--- src/cstc_pkg.sv ---
// Purpose: Shared constants and carrier types for the charge state timer control
// Assumes: 250 MHz system clock
// Notes: Strap index 0..3 = high level, open, mid level, low level
package cstc_pkg;

  localparam int unsigned CSTC_CLK_HZ = 250_000_000;
  localparam int unsigned CSTC_SEC_PER_MIN = 60;

  // Shortest timeout and sampling interval; longer ones are doublings, except the short timeout step to 45 (not 44)
  localparam int unsigned CSTC_TMO_SHORT_MIN = 22;
  localparam int unsigned CSTC_TMO_LONG_MIN = 33;
  localparam int unsigned CSTC_TMO_MAX_MIN = 264;
  localparam int unsigned CSTC_SAMPLE_SEC = 21;
  localparam int unsigned CSTC_SAMPLE_MAX_SEC = 168;

  // Timeout minutes by range index, nine bits per entry, index 0 lowest
  localparam logic [35:0] CSTC_TMO_SHORT_TBL = {9'h0B4, 9'h05A, 9'h02D, 9'h016};
  localparam logic [35:0] CSTC_TMO_LONG_TBL = {9'h108, 9'h084, 9'h042, 9'h021};

  // Cell count span
  localparam logic [4:0] CSTC_CELLS_MIN = 5'h01;
  localparam logic [4:0] CSTC_CELLS_MAX = 5'h10;

  // Strap codes
  localparam logic [1:0] CSTC_STRAP_HIGH = 2'h0;
  localparam logic [1:0] CSTC_STRAP_OPEN = 2'h1;
  localparam logic [1:0] CSTC_STRAP_MID = 2'h2;
  localparam logic [1:0] CSTC_STRAP_LOW = 2'h3;

  // Reset values
  localparam logic [1:0] CSTC_STRAP_RST = 2'h0;

  typedef enum {
    CSTC_TRICKLE,
    CSTC_FAST
  } cstc_state_t;

  // Four strap pins as presented to the block
  typedef struct packed {
    logic [1:0] cell_count_strap_major;
    logic [1:0] cell_count_strap_minor;
    logic [1:0] timeout_length_strap;
    logic [1:0] timeout_range_strap;
  } cstc_straps_t;

  // Comparator and detector flags from the analog side
  typedef struct packed {
    logic power_on_hold_n;
    logic cell_above_lockout;
    logic cold;
    logic hot;
    logic slope_negative;
    logic adc_in_window;
  } cstc_flags_t;

  // Decoded configuration
  typedef struct packed {
    logic [4:0] cell_count;
    logic [1:0] range_idx;
    logic long_timeout;
    logic slope_enable;
  } cstc_config_t;

endpackage

--- src/cstc_charge_ctrl.sv ---
// Purpose: Fast/trickle charge state supervisor with strap decode and timers
// Assumes: Flags and straps are asynchronous pins; analog divide and compare done outside
// Notes: Timer and sample periods in minutes/seconds become cycle parameters
//
// Summary of operation
// - Always exactly one of two states, fast or trickle.
// - While power-on hold is low, keep trickle.
// - On hold release, go fast only if per-cell voltage above lockout.
// - Negative slope during fast returns to trickle.
// - Cold keeps trickle; fast starts when temperature enters safe window.
// - Hot during fast reverts to trickle.
// - Slope, temperature or timeout each end fast charge.
// - Cell count is four times major index plus minor index plus one.
// - Range strap selects timeout pair and sampling interval.
// - Length strap picks short/long timeout and slope enable.
// - Slope input is battery voltage over programmed cell count.
// - Out-of-window converter input disables slope termination.
// - Longest selectable timeout is 264 minutes.
// - Timeout or slope detection forces trickle over every other flag.
// - Hot at power-up blocks fast until cooled and supply cycled.
// - Status output sinks throughout fast, released in trickle.
`timescale 1ns/10ps
module cstc_charge_ctrl #(
  parameter longint unsigned SAMPLE_CYCLES =
    longint'(cstc_pkg::CSTC_SAMPLE_SEC) * cstc_pkg::CSTC_CLK_HZ,
  parameter longint unsigned MINUTE_CYCLES =
    longint'(cstc_pkg::CSTC_SEC_PER_MIN) * cstc_pkg::CSTC_CLK_HZ
) (
  // Clock and reset
  input wire logic clk,
  input wire logic sys_rst,
  // Straps and analog flags
  input wire cstc_pkg::cstc_straps_t straps,
  input wire cstc_pkg::cstc_flags_t flags,
  // Status
  output logic fast_state_status_out_oe_n,
  output logic fast_state,
  output cstc_pkg::cstc_config_t config_out,
  output logic timer_expired,
  output logic slope_detected
);

  // Elaboration checks
  if (SAMPLE_CYCLES < 1 || MINUTE_CYCLES < 1) begin : g_cycles_chk
    $error("cycle counts must be at least one");
  end
  if (cstc_pkg::CSTC_TMO_LONG_TBL[35:27] != 9'(cstc_pkg::CSTC_TMO_MAX_MIN)) begin : g_table_chk
    $error("timeout table inconsistent");
  end

  // Two-flop synchronisers
  localparam int FW = $bits(cstc_pkg::cstc_flags_t);
  localparam int SW = $bits(cstc_pkg::cstc_straps_t);
  logic [FW-1:0] flag_s1_reg, flag_s2_reg;
  logic [SW-1:0] strap_s1_reg, strap_s2_reg;
  cstc_pkg::cstc_flags_t f;
  cstc_pkg::cstc_straps_t st;

  always_ff @(posedge clk) begin
    flag_s1_reg <= flags;
    flag_s2_reg <= flag_s1_reg;
    strap_s1_reg <= straps;
    strap_s2_reg <= strap_s1_reg;
  end
  assign f = cstc_pkg::cstc_flags_t'(flag_s2_reg);
  assign st = cstc_pkg::cstc_straps_t'(strap_s2_reg);

  // State
  cstc_pkg::cstc_state_t state_reg, state_next;
  cstc_pkg::cstc_config_t cfg_reg, cfg_next;
  logic hold_d_reg, hold_d_next;
  logic hot_lock_reg, hot_lock_next;
  logic cold_arm_reg, cold_arm_next;
  logic [63:0] min_cnt_reg, min_cnt_next;
  logic [8:0] min_elapsed_reg, min_elapsed_next;
  logic [63:0] smp_cnt_reg, smp_cnt_next;
  logic [3:0] smp_mult_reg, smp_mult_next;
  logic slope_det_reg, slope_det_next;
  logic [8:0] timeout_min;
  logic [3:0] smp_div;
  logic hold_rise, expired, sample_tick;

  // Table lookup; short column is not a clean doubling (45 not 44)
  always_comb begin
    timeout_min = cfg_reg.long_timeout ?
      cstc_pkg::CSTC_TMO_LONG_TBL[9 * cfg_reg.range_idx +: 9] :
      cstc_pkg::CSTC_TMO_SHORT_TBL[9 * cfg_reg.range_idx +: 9];
    smp_div = 4'(4'h1 << cfg_reg.range_idx);
  end

  assign hold_rise = f.power_on_hold_n && !hold_d_reg;
  assign expired = (min_elapsed_reg >= timeout_min);
  assign sample_tick = (smp_cnt_reg == SAMPLE_CYCLES - 1) && (smp_mult_reg == smp_div - 4'h1);

  always_comb begin
    cfg_next = cfg_reg;
    hold_d_next = f.power_on_hold_n;
    hot_lock_next = hot_lock_reg;
    cold_arm_next = cold_arm_reg;
    state_next = state_reg;
    // Straps latched only while hold is low, static afterwards
    if (!f.power_on_hold_n) begin
      cfg_next.cell_count = 5'({st.cell_count_strap_major, 2'h0}) +
        5'(st.cell_count_strap_minor) + cstc_pkg::CSTC_CELLS_MIN;
      cfg_next.range_idx = st.timeout_range_strap;
      unique case (st.timeout_length_strap)
        cstc_pkg::CSTC_STRAP_OPEN: begin
          cfg_next.long_timeout = 1'b0;
          cfg_next.slope_enable = 1'b0;
        end
        cstc_pkg::CSTC_STRAP_MID: begin
          cfg_next.long_timeout = 1'b0;
          cfg_next.slope_enable = 1'b1;
        end
        cstc_pkg::CSTC_STRAP_HIGH: begin
          cfg_next.long_timeout = 1'b1;
          cfg_next.slope_enable = 1'b0;
        end
        cstc_pkg::CSTC_STRAP_LOW: begin
          cfg_next.long_timeout = 1'b1;
          cfg_next.slope_enable = 1'b1;
        end
      endcase
    end
    if (!f.power_on_hold_n) begin
      state_next = cstc_pkg::CSTC_TRICKLE;
      hot_lock_next = 1'b0;
      cold_arm_next = 1'b0;
    end else begin
      if (hold_rise && f.hot) begin
        hot_lock_next = 1'b1;
      end
      if (hold_rise && f.cold) begin
        cold_arm_next = 1'b1;
      end
      unique case (state_reg)
        cstc_pkg::CSTC_TRICKLE: begin
          // Fast only on release, or first warm-up after a cold start
          if ((hold_rise || (cold_arm_reg && !f.cold)) && f.cell_above_lockout &&
              !f.cold && !f.hot && !hot_lock_reg && !(hold_rise && f.hot)) begin
            state_next = cstc_pkg::CSTC_FAST;
            cold_arm_next = 1'b0;
          end
        end
        cstc_pkg::CSTC_FAST: begin
          if (expired || slope_det_reg || f.hot || !f.cell_above_lockout) begin
            state_next = cstc_pkg::CSTC_TRICKLE;
          end
        end
      endcase
    end
  end

  // Timeout and sampling counters
  always_comb begin
    min_cnt_next = min_cnt_reg;
    min_elapsed_next = min_elapsed_reg;
    smp_cnt_next = smp_cnt_reg;
    smp_mult_next = smp_mult_reg;
    slope_det_next = slope_det_reg;
    if (state_reg != cstc_pkg::CSTC_FAST) begin
      min_cnt_next = 64'h0;
      min_elapsed_next = 9'h000;
      smp_cnt_next = 64'h0;
      smp_mult_next = 4'h0;
      slope_det_next = 1'b0;
    end else begin
      if (min_cnt_reg == MINUTE_CYCLES - 1) begin
        min_cnt_next = 64'h0;
        if (!expired) begin
          min_elapsed_next = min_elapsed_reg + 9'h001;
        end
      end else begin
        min_cnt_next = min_cnt_reg + 64'h1;
      end
      if (smp_cnt_reg == SAMPLE_CYCLES - 1) begin
        smp_cnt_next = 64'h0;
        smp_mult_next = sample_tick ? 4'h0 : smp_mult_reg + 4'h1;
      end else begin
        smp_cnt_next = smp_cnt_reg + 64'h1;
      end
      // Per-cell value is divided outside; window flag gates it
      if (sample_tick && cfg_reg.slope_enable && f.adc_in_window && f.slope_negative) begin
        slope_det_next = 1'b1;
      end
    end
  end

  always_ff @(posedge clk) begin
    if (sys_rst) begin
      state_reg <= cstc_pkg::CSTC_TRICKLE;
      cfg_reg <= '0;
      hold_d_reg <= 1'b0;
      hot_lock_reg <= 1'b0;
      cold_arm_reg <= 1'b0;
      min_cnt_reg <= 64'h0;
      min_elapsed_reg <= 9'h000;
      smp_cnt_reg <= 64'h0;
      smp_mult_reg <= 4'h0;
      slope_det_reg <= 1'b0;
    end else begin
      state_reg <= state_next;
      cfg_reg <= cfg_next;
      hold_d_reg <= hold_d_next;
      hot_lock_reg <= hot_lock_next;
      cold_arm_reg <= cold_arm_next;
      min_cnt_reg <= min_cnt_next;
      min_elapsed_reg <= min_elapsed_next;
      smp_cnt_reg <= smp_cnt_next;
      smp_mult_reg <= smp_mult_next;
      slope_det_reg <= slope_det_next;
    end
  end

  assign fast_state = (state_reg == cstc_pkg::CSTC_FAST);
  assign fast_state_status_out_oe_n = !fast_state;
  assign config_out = cfg_reg;
  assign timer_expired = expired && fast_state;
  assign slope_detected = slope_det_reg;

endmodule // cstc_charge_ctrl

--- config.mk ---
export PLATFORM = sky130hd
export DESIGN_NAME = cstc_charge_ctrl
export DESIGN_NICKNAME = d
export VERILOG_FILES = /design/src/cstc_pkg.sv /design/src/cstc_charge_ctrl.sv
export SDC_FILE = /design/constraint.sdc
export NUM_CORES = 1
export LEC_CHECK = 0
export ABC_AREA = 1
export BUFFER_PORTS_ARGS = -buffer_cell sky130_fd_sc_hd__buf_2
export CORE_ASPECT_RATIO = 0.8
export CORE_MARGIN = 4
export CORE_UTILIZATION = 30
export CTS_BUF_LIST = sky130_fd_sc_hd__clkbuf_8
export CTS_CLUSTER_DIAMETER = 150
export DETAILED_ROUTE_END_ITERATION = 10
export PLACE_DENSITY = 0.41
export SETUP_SLACK_MARGIN = 0.2
export SLEW_MARGIN = 20
export SYNTH_ARGS = -nofsm -noshare
export SYNTH_HDL_FRONTEND = slang
export SYNTH_SLANG_ARGS = --single-unit
export TNS_END_PERCENT = 50
--- constraint.sdc ---
create_clock -name clk -period 5.4 [get_ports clk]
set_input_delay 0.81 -clock clk [delete_from_list [all_inputs] [get_ports clk]]
set_output_delay 0.81 -clock clk [all_outputs]
set_load 0.005 [all_outputs]
# Word-level counts from Yosys, hierarchy flattened
# Index checks and enable logic that the tools add are counted.
[classes]
mul = 1
bitwise = 2
order_cmp = 1
mux = 9
reduce_logical = 33
n_eq_ne = 11
shift = 3
add_sub_neg = 7
[ops]
columns = ["operator", "n"]
rows = [
  ["64-bit by 1-bit adder with 64-bit output (second input constant)", 2],
  ["36-bit by 7-bit indexed part select with 9-bit output (first input constant)", 2],
  ["64-bit by 33-bit == test with 1-bit output (second input constant)", 1],
  ["64-bit by 34-bit == test with 1-bit output (second input constant)", 1],
  ["32-bit 2-to-1 mux", 2],
  ["32-bit one-hot mux with 2 select lines", 1],
  ["32-bit by 1-bit == test with 1-bit output (second input constant)", 1],
  ["32-bit by 2-bit == test with 1-bit output (second input constant)", 1],
  ["32-bit logical NOT", 1],
  ["32-bit by 2-bit != test with 1-bit output (second input constant)", 1],
  ["1-bit logical AND", 14],
  ["9-bit by 1-bit adder with 9-bit output (second input constant)", 1],
  ["9-bit >= comparator", 1],
  ["9-bit 2-to-1 mux", 1],
  ["2-bit one-hot mux with 4 select lines", 1],
  ["1-bit logical NOT", 7],
  ["4-bit by 2-bit multiplier with 6-bit output (first input constant)", 1],
  ["3-bit OR reduction", 2],
  ["4-bit by 2-bit adder with 5-bit output", 1],
  ["5-bit by 1-bit adder with 5-bit output (second input constant)", 1],
  ["4-bit by 1-bit adder with 4-bit output (second input constant)", 1],
  ["2-bit == test (second input constant)", 2],
  ["4-bit == test", 1],
  ["1-bit logical OR", 4],
  ["other kinds (10)", 16],
]
[totals]
regBits = 214
inputBits = 16
out_inout_bits = 13

# Logic depth before layout (Yosys ltp)
[depth]
depth_word = 10
depth_mapped = 15

# Worst setup path after synthesis
# OpenSTA, ideal clock, no wires.
[synth_timing]
path_type = "flip-flop to output port"
from = "register cfg_reg (netlist bit config_out[1])"
to = "output timer_expired"
arrival_ns = 2.037
path_stages_with_launch = 15
path_slack_ns = 2.553
required_ns = 4.590
cell_sequence = "dfxtp_1 inv_1 ha_1 nand2_1 o21ai_0 ha_1 nand2_1 inv_1 nand2_1 nand2_1 nand2_1 nand3_1 nor2_1 clkbuf_1 nor2_1"
[synth_between]
elab_chain_len = 3
[synth_lines]
columns = ["element", "line", "text"]
rows = [
  ["from (decl)", "cstc_charge_ctrl.sv:70", "cstc_pkg::cstc_config_t cfg_reg, cfg_next;"],
  ["from (signal assigned)", "cstc_charge_ctrl.sv:203", "cfg_reg <= cfg_next;"],
  ["9-bit 2-to-1 mux", "cstc_charge_ctrl.sv:85", "timeout_min = cfg_reg.long_timeout ?"],
  ["9-bit >= comparator", "cstc_charge_ctrl.sv:92", "assign expired = (min_elapsed_reg >= timeout_min);"],
  ["1-bit logical AND", "cstc_charge_ctrl.sv:218", "assign timer_expired = expired && fast_state;"],
  ["to (decl)", "cstc_charge_ctrl.sv:39", "output logic timer_expired,"],
]
# No other way between the ends.

# Worst setup path in the final report
[layout_timing]
from = "register cfg_reg (netlist bit config_out[2])"
to = "output timer_expired"
[layout_between]
elab_chain_len = 5
elab_cells_between_ends = 6
[layout_lines]
columns = ["element", "line"]
rows = [
  ["4-bit by 2-bit multiplier with 6-bit output (*)", "cstc_charge_ctrl.sv:86, cstc_charge_ctrl.sv:87"],
  ["36-bit by 7-bit indexed part select with 9-bit output (on tied branches)", "cstc_charge_ctrl.sv:87, cstc_charge_ctrl.sv:86"],
  ["9-bit 2-to-1 mux (*)", "cstc_charge_ctrl.sv:85"],
  ["9-bit >= comparator (*)", "cstc_charge_ctrl.sv:92"],
  ["1-bit logical AND (*)", "cstc_charge_ctrl.sv:218"],
]
# Every way passes the cells marked *; elsewhere a longest branch is shown, timed or not.

==> flow_summary.yaml <==
clock_tree:
  clk_root_buffer_cell: "clkbuf_8"
  clockBufferDepth: 2
  cts.clk_slew.worst_paths_ns: 0.11
  cts-htree-levels: 4
  post-cts-setup-buffer-count: 0
  clock_latency_ns: 0.52
  postCtsHoldBufs: 0
  cts_tree: "yes"
  cts-resized-gates: 0
  cts_buffers: 17
  cts_sinks: 183
floorplan:
  initial_utilization_pct: 30.62
  dieWidth_um: 212.5
  die-area_mm2: 0.03646
  row_count: 59
  fp.dieH_um: 171.6
  io_pins: 29
  coreArea_mm2: 0.03278
cells_and_area:
  layout_common_cells: "nand2_1, nor2_1, inv_1, dfxtp_1, nand3_1"
  num_antenna_cells: 0
  synthToLayoutAreaGrowth_pct: 9.801
  final_net_count: 1635
  mostFrequentLayoutCell: "nand2_1"
  fin_util_pct: 33.62
  fillCellCount: 3693
  drive_gt1_share_pct: 5.149
route:
  wl_per_cell_um: 16.82
  drc: 0
  wirelength_mm: 34.29
  drt_iter0_drc: 848
  vias: 9953
  antenna_left: 0
  via_per_inst: 4.881
  dr.pass1.iters: 5
sta:
  hold_viol_final: 0
  rsz0062_at_grt: "no"
  finalSetupViolations: 0
  worst_clock_skew_ns: 0.02509
  relSlewSlack_pct: 33.47
  fmax_mhz: 295.9
  tightest_slew_ns: 0.9942
  setup_tns_ns: 0
  slew_viol_final: 0
  period_share_pct: 62.59
  period_minus_slack_ns: 3.380
logic_synthesis:
  syn-cell-area_mm2: 0.01003
  syn_area_per_cell_um2: 6.416
  synth_cell_type_count: 37
  synthArstFlopShare_pct: 0
  ys.flop_type: "dfxtp_1"
  synth_edf_count: 0
  synth_cells: 1564
  synth_seq_cells: 183
  yosysWarningCount: 0
  synth_nets: 1600
  synth.yosys.seq_area_share_pct: 36.51
global_route:
  gr-usage-met3_pct: 4.376
  grt-busiest-layer: "met1"
  grt_antenna_before_repair: 1
  use_met2_pct: 24.07
  grtUsageMet1_pct: 32.14
  grt_pass1_wl_mm: 52.79
  overflow: 0
  grt_max_degree: 65
  grt.total_usage_pct: 19.05
  grt_pass1_vias: 9108
worst_setup_path:
  worstSetupPathType: "reg2out"
  worstPathArrival_ns: 2.57
  cp.required_ns: 4.59
  crit_fanout: 6
  crit_path_end_kind: "primary output"
  startpoint_type: "flop"
placed_design:
  place_congestion: 0.8906
  io_buffers: 28
  dp.final_hpwl_mm: 27.67
pwr:
  netSwitchingFraction_pct: 27.55
  p_clk_share_pct: 40.4
  seqPwrFrac_pct: 57.4
  p_per_area_mw_per_mm2: 217.3
  comb_power_share_pct: 2.2
  internal_power_uw: 1735
  p_sw_uw: 659.8
  vdd_drop_max_mv: 0.1562
  p_leak_uw: 0.003587
outcome:
  status: "completed"
run:
  maxCapViolations: 0
min_path:
  min_path_type: "reg2reg"
## stage by stage
stage,cells,instance area (um2),setup slack (ns),total power [uW],hold WS [ns]
final,2039,11020,2.020,2395,0.3320
after global routing,2039,11020,1.685,2489,0.3444
after CTS,2039,11020,1.916,2430,0.3389
after detailed placement,2007,10620,2.472,1458,0.3121
after global placement,2007,10620,2.517,1461,0.3108
after floorplan,1564,10030,2.553,1436,0.3096
## layer usage
layer  wire [um]  share of wire (%)
met5          13              0.038
met4         165               0.48
met3        2133                6.2
met2       12070                 35
met1       19910                 58
## area by class of cell
class                   instances  area, um2  area share, %
inverters                     208      780.7          7.086
flip-flops and latches        183       3664          33.25
multi-input cells            1158       5480          49.74
well taps                     427      534.3          4.849
repair buffers                 31      162.7          1.476
clock inverters                15      162.7          1.476
clock buffers                  17      234.0          2.124
## power by group through the flow
stage	Combinational (uW)	Clock [uW]	Sequential, uW
2_1_floorplan	33.8	0	1400
3_3_place_gp	55.0	0	1410
3_5_place_dp	53.3	0	1410
4_1_cts	53.6	1000	1370
5_1_grt	62.8	1050	1380
6_report	52.5	968	1370
## Yosys cell counts, types with 2 or more instances
master | instances | area [um2]
o21ai_0 | 27 | 135.1
and2_1 | 5 | 31.28
a21oi_1 | 97 | 485.5
nand4_1 | 72 | 450.4
clkbuf_1 | 2 | 7.510
nor4_1 | 2 | 12.51
buf_6 | 3 | 33.78
xor2_1 | 36 | 315.3
or2_2 | 12 | 75.07
dfxtp_1 | 183 | 3664
clkinv_1 | 2 | 7.510
nor2_1 | 289 | 1085
nand2_1 | 390 | 1464
buf_2 | 2 | 10.01
nand3_1 | 109 | 545.5
inv_1 | 206 | 773.2
nand3b_1 | 4 | 30.03
a21oi_2 | 2 | 17.52
o21a_1 | 2 | 15.01
nor3_1 | 65 | 325.3
xnor2_1 | 12 | 105.1
nor2_4 | 2 | 22.52
ha_1 | 20 | 250.2
buf_4 | 7 | 52.55
## worst paths after layout
kind	from	end	depth (start not counted)	slack, ns
setup / recovery	config_out[2]	timer_expired	14	2.02
hold / removal	flag_s1_reg[1]	f[1]	0	0.33
setup reg to reg	min_cnt_reg[0]	min_cnt_reg[35]	9	2.51
hold reg to reg	flag_s1_reg[1]	f[1]	0	0.33
## cells by family after synthesis
family | after synthesis | share of synthesized area, %
fa+ha+maj | 20 | 2.494
mux | 1 | 0.09975
simple gates | 957 | 40.91
flops | 183 | 36.51
xor+xnor | 48 | 4.189
compound gates | 132 | 6.845
buf+inv | 223 | 8.953
## critical path, stage by stage, from the launching register on
cell and delay, ns:
dfxtp_1 0.43, inv_1 0.11, ha_1 0.30, nand2_1 0.12
o21ai_0 0.11, ha_1 0.32, nand2_1 0.09, inv_1 0.04
nand2_1 0.05, nand2_1 0.04, nand2_1 0.05, nand3_1 0.06
nor2_1 0.17, nor2_1 0.05, buf_2 0.12
No activity file was read; power rests on OpenSTA's default activity.
